==> src/vct_pkg.sv <==
`default_nettype none
package vct_pkg;

  localparam int NREG = 10;

  localparam logic [7:0] ADDR_OBS_TUNE = 8'h39;
  localparam logic [7:0] ADDR_CONV_OFFSET = 8'h3a;
  localparam logic [7:0] ADDR_SD_RESET = 8'h3d;
  localparam logic [7:0] ADDR_CP_TEST = 8'h3e;
  localparam logic [7:0] ADDR_CLK1_LOW = 8'h3f;
  localparam logic [7:0] ADDR_CLK1_HIGH = 8'h40;
  localparam logic [7:0] ADDR_CLK2_LOW = 8'h41;
  localparam logic [7:0] ADDR_OSC_MUX = 8'h47;
  localparam logic [7:0] ADDR_OSC_BUF = 8'h52;
  localparam logic [7:0] ADDR_CNT_LOW = 8'h6e;
  localparam logic [7:0] ADDR_CNT_HIGH = 8'h6f;
  localparam logic [7:0] ADDR_DOUBLER = 8'h70;

  // index in the flip-flop array of each stored register that drives an output
  localparam int IDX_OBS_TUNE = 0;
  localparam int IDX_CONV_OFFSET = 1;
  localparam int IDX_CP_TEST = 3;
  localparam int IDX_DOUBLER = 9;

  localparam logic [7:0] REG_ADDR [0:NREG-1] = '{
    8'h39, 8'h3a, 8'h3d, 8'h3e, 8'h3f, 8'h40, 8'h41, 8'h47, 8'h52, 8'h70};
  localparam logic [7:0] REG_RESET [0:NREG-1] = '{
    8'h07, 8'h55, 8'h00, 8'h0c, 8'h80, 8'h50, 8'h28, 8'hc0, 8'hf4, 8'h03};
  // writable bits; everything else is reserved and reads zero
  localparam logic [7:0] REG_WMASK [0:NREG-1] = '{
    8'h7f, 8'hff, 8'h40, 8'h0c, 8'hff, 8'h7f, 8'hff, 8'he0, 8'hfc, 8'he3};

  localparam int OBS_LSB = 4;
  localparam int OBS_W = 3;
  localparam int TUNE_LSB = 0;
  localparam int TUNE_W = 4;
  localparam int CP_LSB = 2;
  localparam int CP_W = 2;
  localparam int DBL_FILT_LSB = 5;
  localparam int DBL_FILT_W = 3;
  localparam int DBL_BIAS_LSB = 0;
  localparam int DBL_BIAS_W = 2;

  localparam logic [2:0] OBS_CAL_BUSY = 3'h0;
  localparam logic [2:0] OBS_RESERVED = 3'h3;
  localparam logic [2:0] OBS_LOW = 3'h7;

  localparam logic [3:0] TUNE_FLOOR_CODE = 4'h3;
  localparam logic [3:0] TUNE_CEIL_CODE = 4'hc;
  localparam logic [3:0] TUNE_TOP_STEP = 4'h9;

  localparam logic [1:0] CP_TRISTATE = 2'h0;
  localparam logic [1:0] CP_NORMAL = 2'h3;

  typedef struct packed {
    logic wr;
    logic rd;
    logic [7:0] addr;
    logic [7:0] data;
  } vct_req_t;

endpackage
`default_nettype wire

==> src/vct_regs.sv <==
// Functional notes
// RL1: observe select routes internal signal to test output
// RL2: tuning code clamps low 0-3, high 12-15
// RL3: converter offset byte, read/write, resets 0x55
// RL4: charge pump select: 3 normal, 0 tristate
// RL5: counter readback split low/high, reset zero
// RL6: doubler filter select upper bits, reset zero
// RL7: doubler bias select low bits, reset three
// RL8: reserved bits read zero, ignore writes
`timescale 1ns/1ps
`default_nettype none
module vct_regs #(
  parameter int CNT_W = 16
) (
  input wire logic clk,
  input wire logic rst_n,
  input wire logic clkEn,
  input wire vct_pkg::vct_req_t req,
  input wire logic [7:0] obsSrc,
  input wire logic counterLoad,
  input wire logic [CNT_W-1:0] counterIn,
  output logic [7:0] rdData_q,
  output logic rdValid_q,
  output logic testOut_q,
  output logic [3:0] tuningStep_q,
  output logic [3:0] tuningTargetCode_q,
  output logic [7:0] converterOffset_q,
  output logic [1:0] cpTestSelect_q,
  output logic cpTristate_q,
  output logic [2:0] doublerFilterSelect_q,
  output logic [1:0] doublerBiasSelect_q
);

  if (CNT_W < 9 || CNT_W > 16) begin : g_bad_width
    $error("CNT_W must lie between 9 and 16");
  end

  typedef struct packed {
    logic hit;
    logic [3:0] idx;
  } vct_lookup_t;

  function automatic vct_lookup_t lookup(input logic [7:0] addr);
    vct_lookup_t r;
    r = '0;
    for (int i = 0; i < vct_pkg::NREG; i++)
    begin
      if (vct_pkg::REG_ADDR[i] == addr)
      begin
        r.hit = 1'b1;
        r.idx = 4'(i);
      end
    end
    return r;
  endfunction

  // step 0 is the lowest target level, each code above the floor up to the ceiling code adds one
  function automatic logic [3:0] tuneStep(input logic [3:0] code);
    if (code <= vct_pkg::TUNE_FLOOR_CODE)
      return 4'h0;
    else if (code >= vct_pkg::TUNE_CEIL_CODE)
      return vct_pkg::TUNE_TOP_STEP;
    else
      return 4'(code - vct_pkg::TUNE_FLOOR_CODE);
  endfunction

  // derived from the reset code so the step and the code agree coming out of reset
  localparam logic [3:0] TUNE_STEP_RST =
    tuneStep(vct_pkg::REG_RESET[vct_pkg::IDX_OBS_TUNE][vct_pkg::TUNE_LSB +: vct_pkg::TUNE_W]);

  logic [7:0] regFile_q [0:vct_pkg::NREG-1];
  logic [7:0] regFile_d [0:vct_pkg::NREG-1];
  logic [15:0] counter_q;
  logic [15:0] counter_d;
  logic [7:0] rdData_d;
  logic rdValid_d;
  logic testOut_d;
  logic [3:0] tuningStep_d;
  logic cpTristate_d;
  logic [2:0] obsSel;
  logic [3:0] tuneCode;
  logic [1:0] cpSel;
  vct_lookup_t wrHit;
  vct_lookup_t rdHit;

  assign obsSel = regFile_q[vct_pkg::IDX_OBS_TUNE][vct_pkg::OBS_LSB +: vct_pkg::OBS_W];
  assign tuneCode = regFile_q[vct_pkg::IDX_OBS_TUNE][vct_pkg::TUNE_LSB +: vct_pkg::TUNE_W];
  assign cpSel = regFile_q[vct_pkg::IDX_CP_TEST][vct_pkg::CP_LSB +: vct_pkg::CP_W];
  assign wrHit = lookup(req.addr);
  assign rdHit = lookup(req.addr);

  always_comb
  begin
    for (int i = 0; i < vct_pkg::NREG; i++)
    begin
      regFile_d[i] = regFile_q[i];
    end
    // reserved bits never take the written value
    if (req.wr && wrHit.hit)
    begin
      regFile_d[wrHit.idx] = req.data & vct_pkg::REG_WMASK[wrHit.idx]; // RL3 RL6 RL7 RL8
    end
    // counter bytes are read-only; a write to them falls through here
    counter_d = counter_q;
    if (counterLoad)
    begin
      counter_d = 16'(counterIn); // RL5
    end
  end

  always_comb
  begin
    rdValid_d = req.rd;
    rdData_d = 8'h00;
    if (req.rd)
    begin
      if (rdHit.hit)
        rdData_d = regFile_q[rdHit.idx]; // RL8
      else if (req.addr == vct_pkg::ADDR_CNT_LOW)
        rdData_d = counter_q[7:0]; // RL5
      else if (req.addr == vct_pkg::ADDR_CNT_HIGH)
        rdData_d = counter_q[15:8]; // RL5
    end
  end

  always_comb
  begin
    // the reserved code is held low rather than exposing an unplanned node
    case (obsSel)
      vct_pkg::OBS_RESERVED: testOut_d = 1'b0;
      vct_pkg::OBS_LOW: testOut_d = 1'b0;
      default: testOut_d = obsSrc[obsSel]; // RL1
    endcase
    tuningStep_d = tuneStep(tuneCode); // RL2
    cpTristate_d = (cpSel == vct_pkg::CP_TRISTATE); // RL4
  end

  always_ff @(posedge clk or negedge rst_n)
  begin
    if (!rst_n)
    begin
      for (int i = 0; i < vct_pkg::NREG; i++)
      begin
        regFile_q[i] <= vct_pkg::REG_RESET[i];
      end
      counter_q <= 16'h0000;
      rdData_q <= 8'h00;
      rdValid_q <= 1'b0;
      testOut_q <= 1'b0;
      tuningStep_q <= TUNE_STEP_RST;
      cpTristate_q <= 1'b0;
    end
    else if (clkEn)
    begin
      for (int i = 0; i < vct_pkg::NREG; i++)
      begin
        regFile_q[i] <= regFile_d[i];
      end
      counter_q <= counter_d;
      rdData_q <= rdData_d;
      rdValid_q <= rdValid_d;
      testOut_q <= testOut_d;
      tuningStep_q <= tuningStep_d;
      cpTristate_q <= cpTristate_d;
    end
  end

  assign tuningTargetCode_q = tuneCode;
  assign converterOffset_q = regFile_q[vct_pkg::IDX_CONV_OFFSET];
  assign cpTestSelect_q = cpSel;
  assign doublerFilterSelect_q =
    regFile_q[vct_pkg::IDX_DOUBLER][vct_pkg::DBL_FILT_LSB +: vct_pkg::DBL_FILT_W];
  assign doublerBiasSelect_q =
    regFile_q[vct_pkg::IDX_DOUBLER][vct_pkg::DBL_BIAS_LSB +: vct_pkg::DBL_BIAS_W];
endmodule // vct_regs
`default_nettype wire

==> config.mk <==
export PLATFORM = sky130hd
export DESIGN_NAME = vct_regs
export DESIGN_NICKNAME = d
export VERILOG_FILES = /design/src/vct_pkg.sv /design/src/vct_regs.sv
export SDC_FILE = /design/constraint.sdc
export NUM_CORES = 1
export LEC_CHECK = 0
export ABC_AREA = 1
export CAP_MARGIN = 20
export CORE_ASPECT_RATIO = 0.75
export CORE_UTILIZATION = 69
export DETAILED_ROUTE_END_ITERATION = 10
export DONT_BUFFER_PORTS = 1
export PLACE_DENSITY = 0.9
export REMOVE_ABC_BUFFERS = 1
export SETUP_SLACK_MARGIN = 0.02
export SKIP_LAST_GASP = 1
export SYNTH_ARGS = -nofsm -noshare
export SYNTH_HDL_FRONTEND = slang
export SYNTH_SLANG_ARGS = --single-unit
==> constraint.sdc <==
create_clock -name clk -period 2.7 [get_ports clk]
set_input_delay 0.54 -clock clk [delete_from_list [all_inputs] [get_ports clk]]
set_output_delay 0.54 -clock clk [all_outputs]
set_load 0.01 [all_outputs]
Word level (Yosys, flattened, before mapping)
Memory sizes are Yosys's and may differ from the RTL's. Index checks and enable logic that the tools add are counted.

Add/sub/neg operators: 1. Magnitude comparators: 5. Equality and inequality tests: 14. Multiplexer cells: 27. Bitwise operators: 2. Reduce and logical (&&, ||, !) cells: 6.

Operators with widths (number): $bwmux W80 (1); $mux W8 (9); $mux W5 (10); $eq A6 B8 Y1 const A (5); $eq A7 B8 Y1 const A (5); $bmux W8 S4 (1); $demux W8 S4 (1); $eq A8 B7 Y1 const B (2); $and A8 B8 Y8 (1); $mux W4 (2); $ge A5 B5 Y1 const B (1); $lt A5 B1 Y1 const B (1); $not A4 Y5 (1); $ge A4 B4 Y1 const B (1); $le A4 B2 Y1 const B (1); $lt A3 B4 Y1 const B (1); $reduce_and A2 Y1 (2); $sub A4 B2 Y4 const B (1); $bmux W1 S3 (1); $eq A3 B2 Y1 const B (1); $eq A3 B3 Y1 const B (1); $logic_and A1 B1 Y1 (2); $logic_not A2 Y1 (1); $mux W1 (2); $reduce_or A2 Y1 (1).

Bits in registers: 111. Memory bits (read-only): 128. Output and inout port bits: 34. Memories kept: 1.

Memory list: (no name shown) (words 16, bits a word 8, read ports 1, clocked after memory_dff 0, write ports 0, RTL line vct_regs.sv:101) `regFile_d[wrHit.idx] = req.data & vct_pkg::REG_WMASK[wrHit.idx];`.

Longest topological paths before layout
Depth after elaboration: 17. Gate-level depth with buffers: 16.

Worst setup path before layout
No wires, ideal clock.

Path kind: input port to flip-flop. Start: in req[12] in the netlist's numbering. End: reg regFile_q[43] in the netlist's numbering. Arrival time: 1871 ps. Path slack: 702 ps. Stages on the path: 12. Buffers on the path: 2. Path through: nand2_1 -> inv_2 -> nand2_1 -> nor2_1 -> nor2_1 -> nand2_2 -> nor2_2 -> buf_4 -> nand2_2 -> buf_2 -> nand2_1 -> o21ai_1.

Cells in the longest elaborated chain, start to end: 16.

Ends and longest elaborated chain: from (decl) (RTL line vct_regs.sv:18) `input wire vct_pkg::vct_req_t req,`; $eq A6 B8 Y1 (RTL line vct_regs.sv:48) `if (vct_pkg::REG_ADDR[i] == addr)`; $mux W5 (8 in series) (RTL line vct_regs.sv:48); $mux W5 * (RTL line vct_regs.sv:48); $not A4 Y5 (implied by the code) (RTL line vct_regs.sv:101); $mem_v2 Z16 W8 (tied with other cells); $mux W8 (implied by the code) or $logic_and A1 B1 Y1 (tied branches) (RTL line vct_regs.sv:101); $mux W8 (implied by the code) (RTL line vct_regs.sv:101); $and A8 B8 Y8 or $demux W8 S4 (tied branches) (RTL line vct_regs.sv:101); $bwmux W80 (RTL line vct_regs.sv:101); to (signal, indexed assignment) (RTL line vct_regs.sv:144) `regFile_q[i] <= vct_pkg::REG_RESET[i];`; to (signal, indexed assignment) (RTL line vct_regs.sv:157) `regFile_q[i] <= regFile_d[i];`; to (decl) (RTL line vct_regs.sv:71) `logic [7:0] regFile_q [0:vct_pkg::NREG-1];`.

Every way passes the cells marked *; elsewhere a longest branch is shown, timed or not. The select of a mux whose other input is x is not followed. A chain may end at the register's enable or synchronous reset.

Final worst setup path
Start: in req[12] in the netlist's numbering. End: reg regFile_q[41] in the netlist's numbering.

The elaborated chain is that of the path after synthesis.

==> results.json <==
{
  "worst_ep_arrival_time_ns": 2.44,
  "fin_crit_sh_pct": 81.94,
  "ir_drop_uv": 557.2,
  "netlist.area_leader.share_pct": 37.12,
  "coreArea_mm2": 0.008058,
  "cts_buffers": 9,
  "num_rows": 28,
  "fin_area_mm2": 0.006133,
  "yosysSeqAreaShare_pct": 47.87,
  "fill_cells": 597,
  "wirelength_um": 15200,
  "max_freq_mhz": 452.0,
  "ios": 80,
  "grt_max_degree": 88,
  "whs_ns": 0.01656,
  "dp_hpwl_um": 10190,
  "finalCriticalPeriod_ns": 2.212,
  "avgSynthCellArea_um2": 7.406,
  "vias": 5042,
  "cts.reportedPaths.clkPinSlew_ns": 0.08,
  "htreeDepth": 3,
  "path_class": "input pin to flip-flop",
  "insertion_delay_ns": 0.36,
  "grt_antenna_before_repair": 0,
  "final_cell_count_no_fill": 878,
  "cap_violations": 0,
  "drc": 0,
  "placedCellCount": 861,
  "fin_util_pct": 76.12,
  "track_usage_pct": 35.77,
  "finalNetCount": 815,
  "synth.largest_area_cell": "dfrtp_1",
  "setup_viol": 0,
  "vias_per_cell": 5.743,
  "finalHoldViolations": 0,
  "cts_max_path_buffers": 2,
  "synth-seq-cells": 111,
  "wl_per_cell_um": 17.31,
  "crit_path_max_fanout": 16,
  "critPathLaunchType": "input pin",
  "drive_above_1_share_pct": 10.22,
  "outcome": "completed",
  "die_h_um": 81.85,
  "worst_slew_pin_slew_ns": 0.6346,
  "drt_iter0_drc": 657,
  "cts.sinks": 111,
  "end_kind": "flip-flop",
  "first_global_vias": 4741,
  "ant_nets": 0,
  "netlist_instances": 792,
  "p_leak_nw": 3.103,
  "start_util_pct": 72.80,
  "dpl_cell_area_mm2": 0.005799,
  "root_buffer": "clkbuf_16",
  "netlist_area_mm2": 0.005866,
  "area_growth_pct": 4.565,
  "grt-ovfl-total": 0,
  "slew_violations": 0,
  "min_path_type": "input pin to async pin",
  "rsz0062_at_grt": "false",
  "die_w_um": 108.5,
  "worstPathRequired_ns": 2.92,
  "slew_headroom_pct": 57.57,
  "globalplace.congestion": 0.8674,
  "firstDrtPassIters": 5,
  "yosysWarnings": 0,
  "cellPowerDensity_mw_per_mm2": 591.2,
  "antenna-diode-count": 0,
  "cts_tree": "done",
  "yosys-top-cells-area": "dfrtp_1, nand2_1, dfstp_2, inv_1, o21ai_1",
  "ys_types": 35,
  "worst_clock_skew_ns": 0.01006,
  "portBuffers": 0,
  "design.die.area_mm2": 0.008877,
  "grt_pass1_wl_um": 23440,
  "power_w": 0.003626
}
-- where the power goes --
group	total (W)	switching, W	internal, W
clock network	0.00138	0.000648	0.000732
registers	0.00185	0.0000874	0.00177
logic	0.000394	0.000258	0.000136
-- stage by stage --
stage,setup WS [ns],setup TNS (ns)
floorplan,-0.6862,-22.92
global placement,0.2533,0
detailed placement,0.1569,0
CTS,0.5128,0
global route,0.2530,0
finish,0.4877,0
-- worst max-delay path, stage by stage --
cell and delay [ns]:
nand2_1 0.06, inv_2 0.04, nand2_1 0.18, nor2_1 0.13
nor2_1 0.22, nand2_2 0.18, nor2_2 0.48, nand2_2 0.34
nand2_1 0.15, o21ai_0 0.10
-- sequential cells by signal (all words and copies together), names as in the netlist, 2 cells and up --
| signal | count |
|---|---|
| rdData_q | 8 |
| doublerBiasSelect_q | 2 |
| obsSel | 3 |
| cpTestSelect_q | 2 |
| counter_q | 16 |
| doublerFilterSelect_q | 3 |
| tuningTargetCode_q | 4 |
| converterOffset_q | 8 |
| tuningStep_q | 4 |
| regFile_q | 58 |
-- final timing paths --
path                            slack, ns                   endpoint                              start  depth (start not counted)
worst max-delay path                 0.49  regFile_q[41]$_DFFE_PN0P_                            req[12]                         10
max in group asynchronous            2.26   counter_q[9]$_DFFE_PN0P_                              rst_n                          1
worst min register to register       0.47  regFile_q[29]$_DFFE_PN1P_          regFile_q[29]$_DFFE_PN1P_                          2
worst max register to register       1.32    rdData_q[3]$_DFFE_PN0P_  tuningTargetCode_q[3]$_DFFE_PN0P_                          9
worst min-delay path                 0.02  regFile_q[36]$_DFFE_PN1P_                              rst_n                          0
min in group clk                     0.28      testOut_q$_DFFE_PN0P_                              clkEn                          1
-- final cells by class --
type / instances / area (um2) / area share (%)
clock buffer: 9 / 225.2 / 3.672
clock inverter: 7 / 81.33 / 1.326
inverter: 114 / 430.4 / 7.018
multi-input combinational: 522 / 2350 / 38.31
sequential: 111 / 2808 / 45.78
tap: 105 / 131.4 / 2.142
timing repair buffer: 10 / 107.6 / 1.754
-- per-layer routing --
layer,track usage (%),part of all wire [%],routed length [um]
met1,46.33,39,5920
met4,12.03,1.5,227
met5,0,0,0
met2,57.85,48,7227
met3,10.71,12,1826
-- placed cells by master, fill, tap and decap left out, types with 2 or more instances in the layout --
cell type	n
nand4_1	2
nor2_4	2
buf_4	8
a21oi_1	26
dfrtp_1	87
clkinvlp_4	3
inv_1	107
o22ai_1	6
o21ai_0	21
nor2_1	52
inv_2	5
clkbuf_16	9
nand3b_1	20
nand2_1	293
nor3_1	4
nand2_2	9
dfstp_2	24
nand3_1	27
o21ai_1	41
nor2_2	5
o32ai_1	3
-- synthesized netlist by cell type --
cell       count
nand2_2        9
o21ai_1       41
clkinv_1       1
o21ai_4        1
o22ai_1        6
nand4_1        2
nor2_8         1
buf_6          1
o21ai_0       21
nand2_4        1
dfstp_2       24
nand3_2        1
inv_2          5
nand3b_1      20
a21oi_1       26
ha_1           1
a21oi_2        1
o32ai_1        3
mux2_2         1
nor2_1        52
o2111ai_1      1
dfrtp_1       87
buf_4         23
clkbuf_1       9
nand2_1      293
nor2_2         5
a31oi_1        1
buf_2         12
nand3_1       27
o31ai_1        1
nor3_1         4
inv_1        107
nor2_4         2
inv_4          1
nor3_2         1
-- timing repair --
action,in CTS,in global routing
resized for setup,0,0
setup buffers,0,0
hold buffers,1,0
hold endpoints to repair,87,0
-- cells by family (layout without fill, tap and decap cells) --
kind of cell,count (synthesis),in the layout,share of synthesized area [%]
DFF,111,111,47.87
AOI/OAI and AO/OA,102,102,9.407
muxes,1,1,0.1920
buffers and inverters,159,140,12.07
adders and majority gates,1,1,0.2133
and+or+nand+nor,418,418,30.25
No activity file was read; power rests on OpenSTA's default activity.
